==> src/fps_pkg.sv <==
// constants for the flash program/erase host sequencer
package fps_pkg;
   localparam int unsigned CLK_HZ = 20000000;
   localparam int unsigned NS_PER_CLK = 50;
   // durations as printed
   localparam int unsigned PROGRAM_VERIFY_BYTE_US = 210;
   localparam int unsigned PROGRAM_VERIFY_WORD_US = 360;
   localparam int unsigned SINGLE_SECTOR_ERASE_S = 8;
   localparam int unsigned WHOLE_ARRAY_ERASE_S = 24;
   localparam int unsigned SECTOR_LOAD_WINDOW_US = 100;
   localparam int unsigned PROTECT_PULSE_WIDTH_US = 10;
   localparam int unsigned UNPROTECT_PULSE_WIDTH_MS = 12;
   localparam int unsigned OUTPUT_ENABLE_LEAD_TIME_US = 4;
   // cycle counts: each us or ms duration times the whole cycles per microsecond (truncated), the erase seconds times CLK_HZ, so no time is rounded up
   localparam longint unsigned CYC_PER_US = CLK_HZ / 1000000;
   localparam longint unsigned PROG_BYTE_CYC = PROGRAM_VERIFY_BYTE_US * CYC_PER_US;
   localparam longint unsigned PROG_WORD_CYC = PROGRAM_VERIFY_WORD_US * CYC_PER_US;
   localparam longint unsigned SECT_ERASE_CYC = longint'(SINGLE_SECTOR_ERASE_S) * CLK_HZ;
   localparam longint unsigned CHIP_ERASE_CYC = longint'(WHOLE_ARRAY_ERASE_S) * CLK_HZ;
   localparam longint unsigned LOAD_WIN_CYC = SECTOR_LOAD_WINDOW_US * CYC_PER_US;
   localparam longint unsigned PROT_PULSE_CYC = PROTECT_PULSE_WIDTH_US * CYC_PER_US;
   localparam longint unsigned UNPROT_PULSE_CYC = longint'(UNPROTECT_PULSE_WIDTH_MS) * 1000 * CYC_PER_US;
   localparam longint unsigned OE_LEAD_CYC = OUTPUT_ENABLE_LEAD_TIME_US * CYC_PER_US;
   // status bit positions on the data bus, sector address field and timer width
   localparam int unsigned POLARITY_BIT = 7;
   localparam int unsigned TOGGLE_BIT = 6;
   localparam int unsigned SECTOR_LSB = 12;
   localparam int unsigned SECTOR_MSB = 15;
   localparam int unsigned TW = 32;
   // operation codes
   localparam logic [2:0] OP_PROG_BYTE = 3'h0;
   localparam logic [2:0] OP_PROG_WORD = 3'h1;
   localparam logic [2:0] OP_SECT_ERASE = 3'h2;
   localparam logic [2:0] OP_CHIP_ERASE = 3'h3;
   localparam logic [2:0] OP_PROTECT = 3'h4;
   localparam logic [2:0] OP_UNPROTECT = 3'h5;
   typedef enum logic [2:0] {
      ST_IDLE = 3'b000,
      ST_WRITE = 3'b001,
      ST_GAP = 3'b010,
      ST_READ = 3'b011,
      ST_LEAD = 3'b100,
      ST_PULSE = 3'b101,
      ST_DONE = 3'b110
   } fps_state_e;
endpackage

==> src/fps_timer.sv <==
// down counter that times one interval and pulses when it runs out
module fps_timer (
   // clock and reset
   input wire logic CLK,
   input wire logic rst,
   // control
   input wire logic load,
   input wire logic [fps_pkg::TW-1:0] count,
   // state
   output logic busy,
   output logic expired
);
   logic [fps_pkg::TW-1:0] cnt_reg;
   always_ff @(posedge CLK)
   begin
      if (rst || load)
      begin
         cnt_reg <= rst ? '0 : count;
         busy <= !rst;
         expired <= 1'b0;
      end
      else
      begin
         expired <= busy && (cnt_reg == 1);
         if (busy)
         begin
            cnt_reg <= cnt_reg - 1'b1;
            busy <= (cnt_reg != 1);
         end
      end
   end
endmodule

==> src/fps_host.sv <==
// host sequencer: issues one write, then polls the status lines or times a protect pulse
// Summary of operation
// - host starts polling once the internal verify has begun
// - extra sectors load inside the 100 us window before erase starts (host writes one sector only; the window only extends its timeout)
// - protect write strobe held at least 10 us
// - unprotect write strobe held at least 12 ms
// - output enable set at least 4 us before write strobe
module fps_host #(
   parameter longint unsigned SECT_ERASE_CYC = fps_pkg::SECT_ERASE_CYC,
   parameter longint unsigned CHIP_ERASE_CYC = fps_pkg::CHIP_ERASE_CYC,
   parameter longint unsigned UNPROT_PULSE_CYC = fps_pkg::UNPROT_PULSE_CYC
) (
   // clock and reset
   input wire logic CLK,
   input wire logic RST,
   // user request
   input wire logic START,
   input wire logic [2:0] OP,
   input wire logic [16:0] ADDR,
   input wire logic [15:0] DATA,
   output logic BUSY,
   output logic DONE,
   output logic TIMEOUT,
   output logic [15:0] RESULT,
   // flash pins
   output logic [16:0] FL_A,
   output logic FL_CE_N,
   output logic FL_OE_N,
   output logic FL_WE_N,
   output logic [15:0] FL_DQ_O,
   output logic FL_DQ_OE,
   input wire logic [15:0] FL_DQ_I
);
   fps_pkg::fps_state_e state_reg, state_next;
   logic [2:0] op_reg;
   logic [15:0] data_reg, last_reg;
   logic first_reg;
   logic t_load, t_busy, t_exp;
   logic [fps_pkg::TW-1:0] t_count;

   wire is_erase = (op_reg == fps_pkg::OP_SECT_ERASE) || (op_reg == fps_pkg::OP_CHIP_ERASE);
   wire is_prot = (op_reg == fps_pkg::OP_PROTECT) || (op_reg == fps_pkg::OP_UNPROTECT);
   // erase ends when the polarity line reads one, program when it matches the written bit
   wire pol_ok = is_erase ? FL_DQ_I[fps_pkg::POLARITY_BIT]
      : (FL_DQ_I[fps_pkg::POLARITY_BIT] == data_reg[fps_pkg::POLARITY_BIT]);
   // the operation has ended only when the toggle line is also stable between two reads
   wire tog_still = !first_reg &&
      (FL_DQ_I[fps_pkg::TOGGLE_BIT] == last_reg[fps_pkg::TOGGLE_BIT]);
   wire finished = pol_ok && tog_still;

   function automatic logic [fps_pkg::TW-1:0] op_timeout(input logic [2:0] op);
      unique case (op)
         fps_pkg::OP_PROG_BYTE: op_timeout = fps_pkg::TW'(fps_pkg::PROG_BYTE_CYC);
         fps_pkg::OP_PROG_WORD: op_timeout = fps_pkg::TW'(fps_pkg::PROG_WORD_CYC);
         fps_pkg::OP_SECT_ERASE: op_timeout = fps_pkg::TW'(SECT_ERASE_CYC + fps_pkg::LOAD_WIN_CYC);
         fps_pkg::OP_CHIP_ERASE: op_timeout = fps_pkg::TW'(CHIP_ERASE_CYC);
         fps_pkg::OP_PROTECT: op_timeout = fps_pkg::TW'(fps_pkg::PROT_PULSE_CYC);
         default: op_timeout = fps_pkg::TW'(UNPROT_PULSE_CYC);
      endcase
   endfunction

   always_comb
   begin
      state_next = state_reg;
      t_load = 1'b0;
      t_count = op_timeout(op_reg);
      unique case (state_reg)
         fps_pkg::ST_IDLE:
            if (START)
               state_next = (OP == fps_pkg::OP_PROTECT || OP == fps_pkg::OP_UNPROTECT)
                  ? fps_pkg::ST_LEAD : fps_pkg::ST_WRITE;
         fps_pkg::ST_WRITE:
         begin
            // one strobe only; the device runs program/verify itself
            state_next = fps_pkg::ST_GAP;
            t_load = 1'b1;
         end
         fps_pkg::ST_GAP:
            state_next = fps_pkg::ST_READ;
         fps_pkg::ST_READ:
            if (finished || t_exp)
               state_next = fps_pkg::ST_DONE;
         fps_pkg::ST_LEAD:
            if (t_exp)
            begin
               state_next = fps_pkg::ST_PULSE;
               t_load = 1'b1;
            end
         fps_pkg::ST_PULSE:
            if (t_exp)
               state_next = fps_pkg::ST_DONE;
         fps_pkg::ST_DONE:
            state_next = fps_pkg::ST_IDLE;
         default:
            state_next = fps_pkg::ST_IDLE;
      endcase
      if (state_reg == fps_pkg::ST_IDLE && state_next == fps_pkg::ST_LEAD)
      begin
         t_load = 1'b1;
         t_count = fps_pkg::TW'(fps_pkg::OE_LEAD_CYC);
      end
   end

   fps_timer u_timer (
      .CLK(CLK),
      .rst(RST),
      .load(t_load),
      .count(t_count),
      .busy(t_busy),
      .expired(t_exp)
   );

   always_ff @(posedge CLK)
   begin
      if (RST)
      begin
         state_reg <= fps_pkg::ST_IDLE;
         op_reg <= fps_pkg::OP_PROG_BYTE;
         data_reg <= 16'h0000;
         last_reg <= 16'h0000;
         first_reg <= 1'b1;
         BUSY <= 1'b0;
         DONE <= 1'b0;
         TIMEOUT <= 1'b0;
         RESULT <= 16'h0000;
         FL_A <= 17'h0_0000;
         FL_CE_N <= 1'b1;
         FL_OE_N <= 1'b1;
         FL_WE_N <= 1'b1;
         FL_DQ_O <= 16'h0000;
         FL_DQ_OE <= 1'b0;
      end
      else
      begin
         state_reg <= state_next;
         DONE <= 1'b0;
         if (state_reg == fps_pkg::ST_IDLE && START)
         begin
            op_reg <= OP;
            data_reg <= DATA;
            FL_A <= ADDR;
            FL_DQ_O <= DATA;
            BUSY <= 1'b1;
            TIMEOUT <= 1'b0;
            first_reg <= 1'b1;
         end
         FL_CE_N <= !(state_next != fps_pkg::ST_IDLE && state_next != fps_pkg::ST_DONE);
         FL_WE_N <= !(state_next == fps_pkg::ST_WRITE || state_next == fps_pkg::ST_PULSE);
         FL_DQ_OE <= (state_next == fps_pkg::ST_WRITE);
         // output enable stays low through the lead and pulse of a protect sequence
         FL_OE_N <= !(state_next == fps_pkg::ST_READ || state_next == fps_pkg::ST_LEAD
            || state_next == fps_pkg::ST_PULSE);
         if (state_reg == fps_pkg::ST_READ)
         begin
            last_reg <= FL_DQ_I;
            first_reg <= 1'b0;
            if (state_next == fps_pkg::ST_DONE)
            begin
               RESULT <= FL_DQ_I;
               TIMEOUT <= !finished;
            end
         end
         if (state_reg == fps_pkg::ST_DONE)
         begin
            BUSY <= 1'b0;
            DONE <= 1'b1;
         end
      end
   end

   logic [fps_pkg::TW-1:0] pulse_len;
   always_ff @(posedge CLK)
   begin
      if (RST || state_reg != fps_pkg::ST_PULSE)
         pulse_len <= '0;
      else
         pulse_len <= pulse_len + 1'b1;
   end

   a_pulse_width: assert property (@(posedge CLK) disable iff (RST)
      (state_reg == fps_pkg::ST_PULSE && state_next == fps_pkg::ST_DONE && !is_erase
         && op_reg == fps_pkg::OP_PROTECT) |-> pulse_len + 1 >= fps_pkg::PROT_PULSE_CYC)
      else $error("protect pulse too short");
   a_unprot_width: assert property (@(posedge CLK) disable iff (RST)
      (state_reg == fps_pkg::ST_PULSE && state_next == fps_pkg::ST_DONE
         && op_reg == fps_pkg::OP_UNPROTECT) |-> pulse_len + 1 >= UNPROT_PULSE_CYC)
      else $error("unprotect pulse too short");
   a_lead_we: assert property (@(posedge CLK) disable iff (RST)
      (state_reg == fps_pkg::ST_IDLE && state_next == fps_pkg::ST_LEAD) |=> FL_WE_N [*8])
      else $error("write strobe before lead time");
   a_single_write: assert property (@(posedge CLK) disable iff (RST)
      (state_reg == fps_pkg::ST_READ) |-> FL_WE_N && !FL_DQ_OE)
      else $error("extra write during polling");
   a_poll_oe: assert property (@(posedge CLK) disable iff (RST)
      (state_reg == fps_pkg::ST_WRITE) |=> ##1 !FL_OE_N && !FL_DQ_OE)
      else $error("polling did not begin after the write");
   a_erase_done: assert property (@(posedge CLK) disable iff (RST)
      (state_reg == fps_pkg::ST_READ && is_erase && !FL_DQ_I[fps_pkg::POLARITY_BIT] && !t_exp)
      |=> state_reg == fps_pkg::ST_READ)
      else $error("erase ended while polarity line low");
   a_prog_done: assert property (@(posedge CLK) disable iff (RST)
      (state_reg == fps_pkg::ST_READ && !is_erase && !is_prot && !t_exp
         && FL_DQ_I[fps_pkg::POLARITY_BIT] != data_reg[fps_pkg::POLARITY_BIT])
      |=> state_reg == fps_pkg::ST_READ)
      else $error("program ended on inverted bit");
   a_toggle_done: assert property (@(posedge CLK) disable iff (RST)
      (state_reg == fps_pkg::ST_READ && first_reg && !t_exp) |=> state_reg == fps_pkg::ST_READ)
      else $error("ended on first status read");
   // a new start may be taken while done is high, so busy is only checked in that cycle
   a_done_pulse: assert property (@(posedge CLK) disable iff (RST)
      DONE |-> !BUSY ##1 !DONE)
      else $error("done not a single pulse");
   a_timer_arm: assert property (@(posedge CLK) disable iff (RST)
      (state_reg == fps_pkg::ST_WRITE) |=> ##1 t_busy)
      else $error("timeout not armed");
endmodule

==> config.mk <==
export PLATFORM = sky130hd
export DESIGN_NAME = fps_host
export DESIGN_NICKNAME = d
export VERILOG_FILES = /design/src/fps_pkg.sv /design/src/fps_timer.sv /design/src/fps_host.sv
export SDC_FILE = /design/constraint.sdc
export NUM_CORES = 1
export LEC_CHECK = 0
export BUFFER_PORTS_ARGS = -buffer_cell sky130_fd_sc_hd__buf_4
export CAP_MARGIN = 0
export CORE_ASPECT_RATIO = 0.5
export CORE_UTILIZATION = 48
export DETAILED_ROUTE_END_ITERATION = 10
export PLACE_DENSITY = 0.76
export SYNTH_ARGS = -nofsm -noshare
export SYNTH_HDL_FRONTEND = slang
export SYNTH_SLANG_ARGS = --single-unit
==> constraint.sdc <==
create_clock -name CLK -period 2.8 [get_ports CLK]
set_clock_uncertainty 0.1 [all_clocks]
set_input_delay 0 -clock CLK [delete_from_list [all_inputs] [get_ports CLK]]
set_output_delay 0 -clock CLK [all_outputs]
set_load 0.05 [all_outputs]
# == Word-level counts from Yosys, hierarchy flattened ==
# Index checks and enable logic that the tools add are counted.
# Widths: inputs -> output; s select.
# word_totals
register_bits,104
in_bits,55
output_inout_bits,56
word_cells,89
# op_classes
addsub,1
n_eq_ne,22
n_mux,23
reduce_logical,26
# ops
cell,count
$pmux 29 s5,1
$mux 32,4
$eq 32x1->1 const B,1
$ne 32x1->1 const B,1
$sub 32x1->32 const B,1
$eq 3x3->1 const B,9
$pmux 3 s6,1
$eq 3x2->1 const B,5
$mux 3,5
$mux 1,11
$eq 3x1->1 const B,3
$logic_or 1x1->1,7
$logic_and 1x1->1,6
$logic_not 1->1,6
$logic_not 3->1,2
$reduce_bool 2->1,2
$ne 3x3->1 const B,1
$reduce_bool 3->1,1
$eq 1x1->1,2
$pmux 1 s2,1
$reduce_and 2->1,1
$reduce_or 2->1,1

# == Depth between registers and ports, before layout ==
# depth
ltp_word,12
mapped_depth,8

# == Modules after synthesis ==
# Synthesis repeated with hierarchy kept, for this count alone.
# hier_totals
cells_unflattened,561
hier_area_um2,4906.0
# modules_own_cells
module,instances,cells_each,area_each_um2
fps_host,1,344,2740.1
fps_timer,1,217,2165.8

# == Worst setup path after synthesis ==
# No wires, ideal clock.
# synth_timing
path_kind,reg2reg
start,register state_reg[0]
end,register u_timer.cnt_reg[0] in the netlist's numbering (enable)
arrival_time_ns,2.112
path_slack_ns,0.194
path_stages_with_launch,6
path_buffers,1
path_cell_list,dfxtp_1 or4b_1 clkbuf_1 o21a_1 and2_1 nand2b_1
# synth_via
elab_chain_cells,7
word_cells_on_any_way,17
# synth_lines
item,line_no,rtl
"start, declared",fps_host.sv:34,"fps_pkg::fps_state_e state_reg, state_next;"
"start signal, assigned",fps_host.sv:117,state_reg <= fps_pkg::ST_IDLE;
"start signal, assigned",fps_host.sv:135,state_reg <= state_next;
$eq 3x3->1 (tied with other cells),fps_host.sv:67,unique case (state_reg)
$pmux 3 s6,fps_host.sv:67,
$eq 3x3->1,fps_host.sv:97,if (state_reg == fps_pkg::ST_IDLE && state_next == fps_pkg::ST_LEAD)
$logic_and 1x1->1,fps_host.sv:97,
$mux 1 (*),fps_host.sv:97,
$logic_or 1x1->1 (*),fps_timer.sv:16,if (rst || load)
$reduce_bool 2->1 (no source line) (*),n/a,
"end signal, assigned",fps_timer.sv:18,cnt_reg <= rst ? '0 : count;
"end signal, assigned",fps_timer.sv:27,cnt_reg <= cnt_reg - 1'b1;
"end, declared",fps_timer.sv:13,logic [fps_pkg::TW-1:0] cnt_reg;
# Mark *: on every way between the ends. The rest lies on a longest branch, timed or not.
# A chain may end at the register's enable or synchronous reset.

# == Final worst setup path ==
# layout_timing
start,register state_reg[1]
end,register u_timer.cnt_reg[12] in the netlist's numbering (enable)
# The elaborated chain is that of the path after synthesis.

==> impl_metrics.py <==
metrics = {
    "status": {
        "status": "completed",
    },
    "power": {
        "p_per_area_nw_per_um2": 686,
        "power.switching_mw": 1.41,
        "clockPowerShare_pct": 29.8,
        "p_seq_share_pct": 43.2,
        "p_leak_nw": 2.49,
        "vdd_drop_max_v": 0.000403,
        "intPower_mw": 2.88,
        "combPwrFrac_pct": 27.0,
        "p_sw_share_pct": 32.9,
    },
    "layout": {
        "multi_input_area_um2": 2040,
        "largest_reg_flops": 32,
        "regArea_um2": 2280,
        "nets": 706,
        "n_antenna_cell": 0,
        "drive_gt1_share_pct": 23.4,
        "synthToLayoutAreaGrowth_pct": 39.8,
        "fin_util_pct": 70.4,
        "n_fill_cell": 631,
    },
    "sta": {
        "hold_ws_ns": 0.0157,
        "rsz0062_at_grt": "false",
        "worst_pin_slew_ns": 0.710,
        "max_freq_mhz": 423,
        "hold_viol": 0,
        "slew-limit-headroom_pct": 52.6,
        "setup_violations": 0,
        "tns_ns": 0,
        "fin_crit_sh_pct": 84.3,
        "post-route-min-period_ns": 2.36,
        "drv_slew": 0,
    },
    "clock_network": {
        "cts.sinks": 98,
        "cts_tree": "yes",
        "clockRootBuffer": "clkbuf_16",
        "cts_setup_buffers": 0,
        "ctsResizeCount": 0,
        "clock_path_buffers": 2,
        "cts.clk_slew.worst_paths_ns": 0.07,
        "cts_made_buffers": 9,
        "h-tree-depth": 3,
        "insertion_delay_ns": 0.35,
    },
    "routing": {
        "vias_per_cell": 5.42,
        "detail-route-antenna-nets": 0,
        "dr.pass1.iters": 5,
        "post_drt_wl_per_cell_um": 15.3,
        "first_iter_violations": 261,
        "drt-total-wl_um": 11800,
        "num_vias": 4172,
        "drc": 0,
    },
    "min_path": {
        "hold_path.class": "in2reg",
        "holdPathStages": 4,
    },
    "synthesis": {
        "syn_area_um2": 4470,
        "yosys-top-cells-count": "91 x nand2_1, 66 x a21oi_1, 66 x dfxtp_1",
        "synthFlopType": "dfxtp_1",
        "synth-seq-area-share_pct": 51.0,
        "async_flop_share_pct": 0,
        "synth_top_area_share_pct": 29.5,
        "synth_fp_nets": 555,
        "synth_cell_types": 54,
        "avgSynthCellArea_um2": 8.98,
        "yosys_register_bits": 98,
        "synth_edf_count": 32,
        "synth_area_leaders": "dfxtp_1 30%, edfxtp_1 21%, nand2_1 7.6%",
        "synth.most_common_cell": "nand2_1",
        "ys_warn_count": 0,
        "yosysTopAreaCell": "dfxtp_1",
        "syn_inst": 498,
    },
    "global_route": {
        "grt_pass1_vias": 3943,
        "grt_usage_pct": 25.2,
        "grt_pass1_wl_um": 19400,
        "grt_max_degree": 69,
        "antenna_found_initial": 0,
        "grt_overflow": 0,
    },
    "critical_path": {
        "path_class": "reg2reg",
        "end_kind": "flip-flop",
        "cp_data_required_time_ns": 2.72,
        "cpPeakStageDelay_ns": 0.59,
        "cp_cell_sequence": "or4b_1, o21a_1, and2_1, nand2b_1, buf_4",
        "reg2reg_depth": 5,
        "critPathSlowestCell": "or4b_1",
        "start_kind": "flip-flop",
        "crit_fanout": 23,
        "arrival_ns": 2.28,
    },
    "placed_design": {
        "hpwl_um": 7210,
        "port_buffers": 110,
        "place_congestion": 0.794,
    },
    "floorplan": {
        "die_y_um": 70.3,
        "initial_core_util_pct": 50.3,
        "io_pins": 111,
        "dieArea_um2": 9740,
        "core_um2": 8890,
        "std_cell_rows": 24,
        "die_w_um": 139,
    },
    "flow_run": {
        "max_cap_violations": 0,
    },
}
==> worst max-delay path, delay by kind of cell, from the launching register on <==
family | cells | cell delay, ns
AND/OR/NAND/NOR | 3 | 0.95
flip-flops | 1 | 0.43
buffers and inverters | 1 | 0.32
AO/OA/AOI/OAI | 1 | 0.24
==> logic make-up (layout without fill, tap and decap cells) <==
group	after synthesis	count (layout)	share of synthesized area, %
buf+inv	41	196	3.58
mux	2	2	0.475
xor+xnor	28	28	5.48
fa+ha+maj	2	2	0.559
simple gates	203	203	23.4
flops	98	98	51.0
compound gates	124	124	15.5
==> cell usage in the layout, fill, tap and decap left out, types with 4 or more instances in the layout <==
| cell | instances |
|---|---|
| nand3_1 | 17 |
| inv_1 | 7 |
| buf_4 | 121 |
| o21ai_1 | 4 |
| nor3_1 | 18 |
| nand2b_1 | 9 |
| dlygate4sd3_1 | 52 |
| nor4_1 | 7 |
| clkbuf_16 | 11 |
| or2_2 | 4 |
| nand2_1 | 91 |
| xnor2_1 | 19 |
| nor2_1 | 22 |
| o21ai_0 | 29 |
| or3_1 | 5 |
| o22ai_1 | 5 |
| nor2b_1 | 5 |
| xor2_1 | 9 |
| dfxtp_1 | 66 |
| a21oi_1 | 66 |
| edfxtp_1 | 32 |
==> power by group through the flow <==
stage                     clock, mW  combinational, mW  sequential [mW]
after detailed placement          0               1.09             1.88
after floorplan                   0              0.603             2.03
final                          1.28               1.16             1.86
after global routing           1.36               1.25             1.88
after global placement            0               1.07             1.87
after CTS                      1.30               1.15             1.85
==> worst paths after layout <==
kind	endpoint	startpoint	slack [ns]
min	data_reg[3]	START	0.02
max reg2reg	u_timer.cnt_reg[12]	state_reg[1]	0.44
max	u_timer.cnt_reg[12]	state_reg[1]	0.44
min reg2reg	FL_A[10]	FL_A[10]	0.36
==> per-layer routing <==
layer / GRT usage [%] / share of wire, %
met3: 6.31 / 5.1
met1: 32.0 / 45
met2: 41.4 / 47
met4: 10.6 / 2.5
met5: 0 / 0
==> what timing repair did <==
item	4_1_cts	5_1_grt
setup endpoints to repair	0	0
hold endpoints to repair	53	0
hold buffers	52	0
==> area by class of cell <==
cell class	instances	area share, %
sequential	98	36.5
clock inverter	3	0.380
clock buffer	12	4.62
multi-input combinational	359	32.6
timing repair buffer	174	23.2
tap	117	2.34
inverter	7	0.420
==> metrics by stage <==
step / total power, mW / setup slack, ns / std cells / instance area (um^2)
global route: 4.49 / 0.311 / 770 / 6260
global placement: 2.94 / 0.539 / 703 / 5420
floorplan: 2.63 / 0.194 / 498 / 4470
detailed placement: 2.97 / 0.463 / 703 / 5420
CTS: 4.31 / 0.447 / 770 / 6260
finish: 4.29 / 0.439 / 770 / 6260
Power figures use the tool's default switching activity.
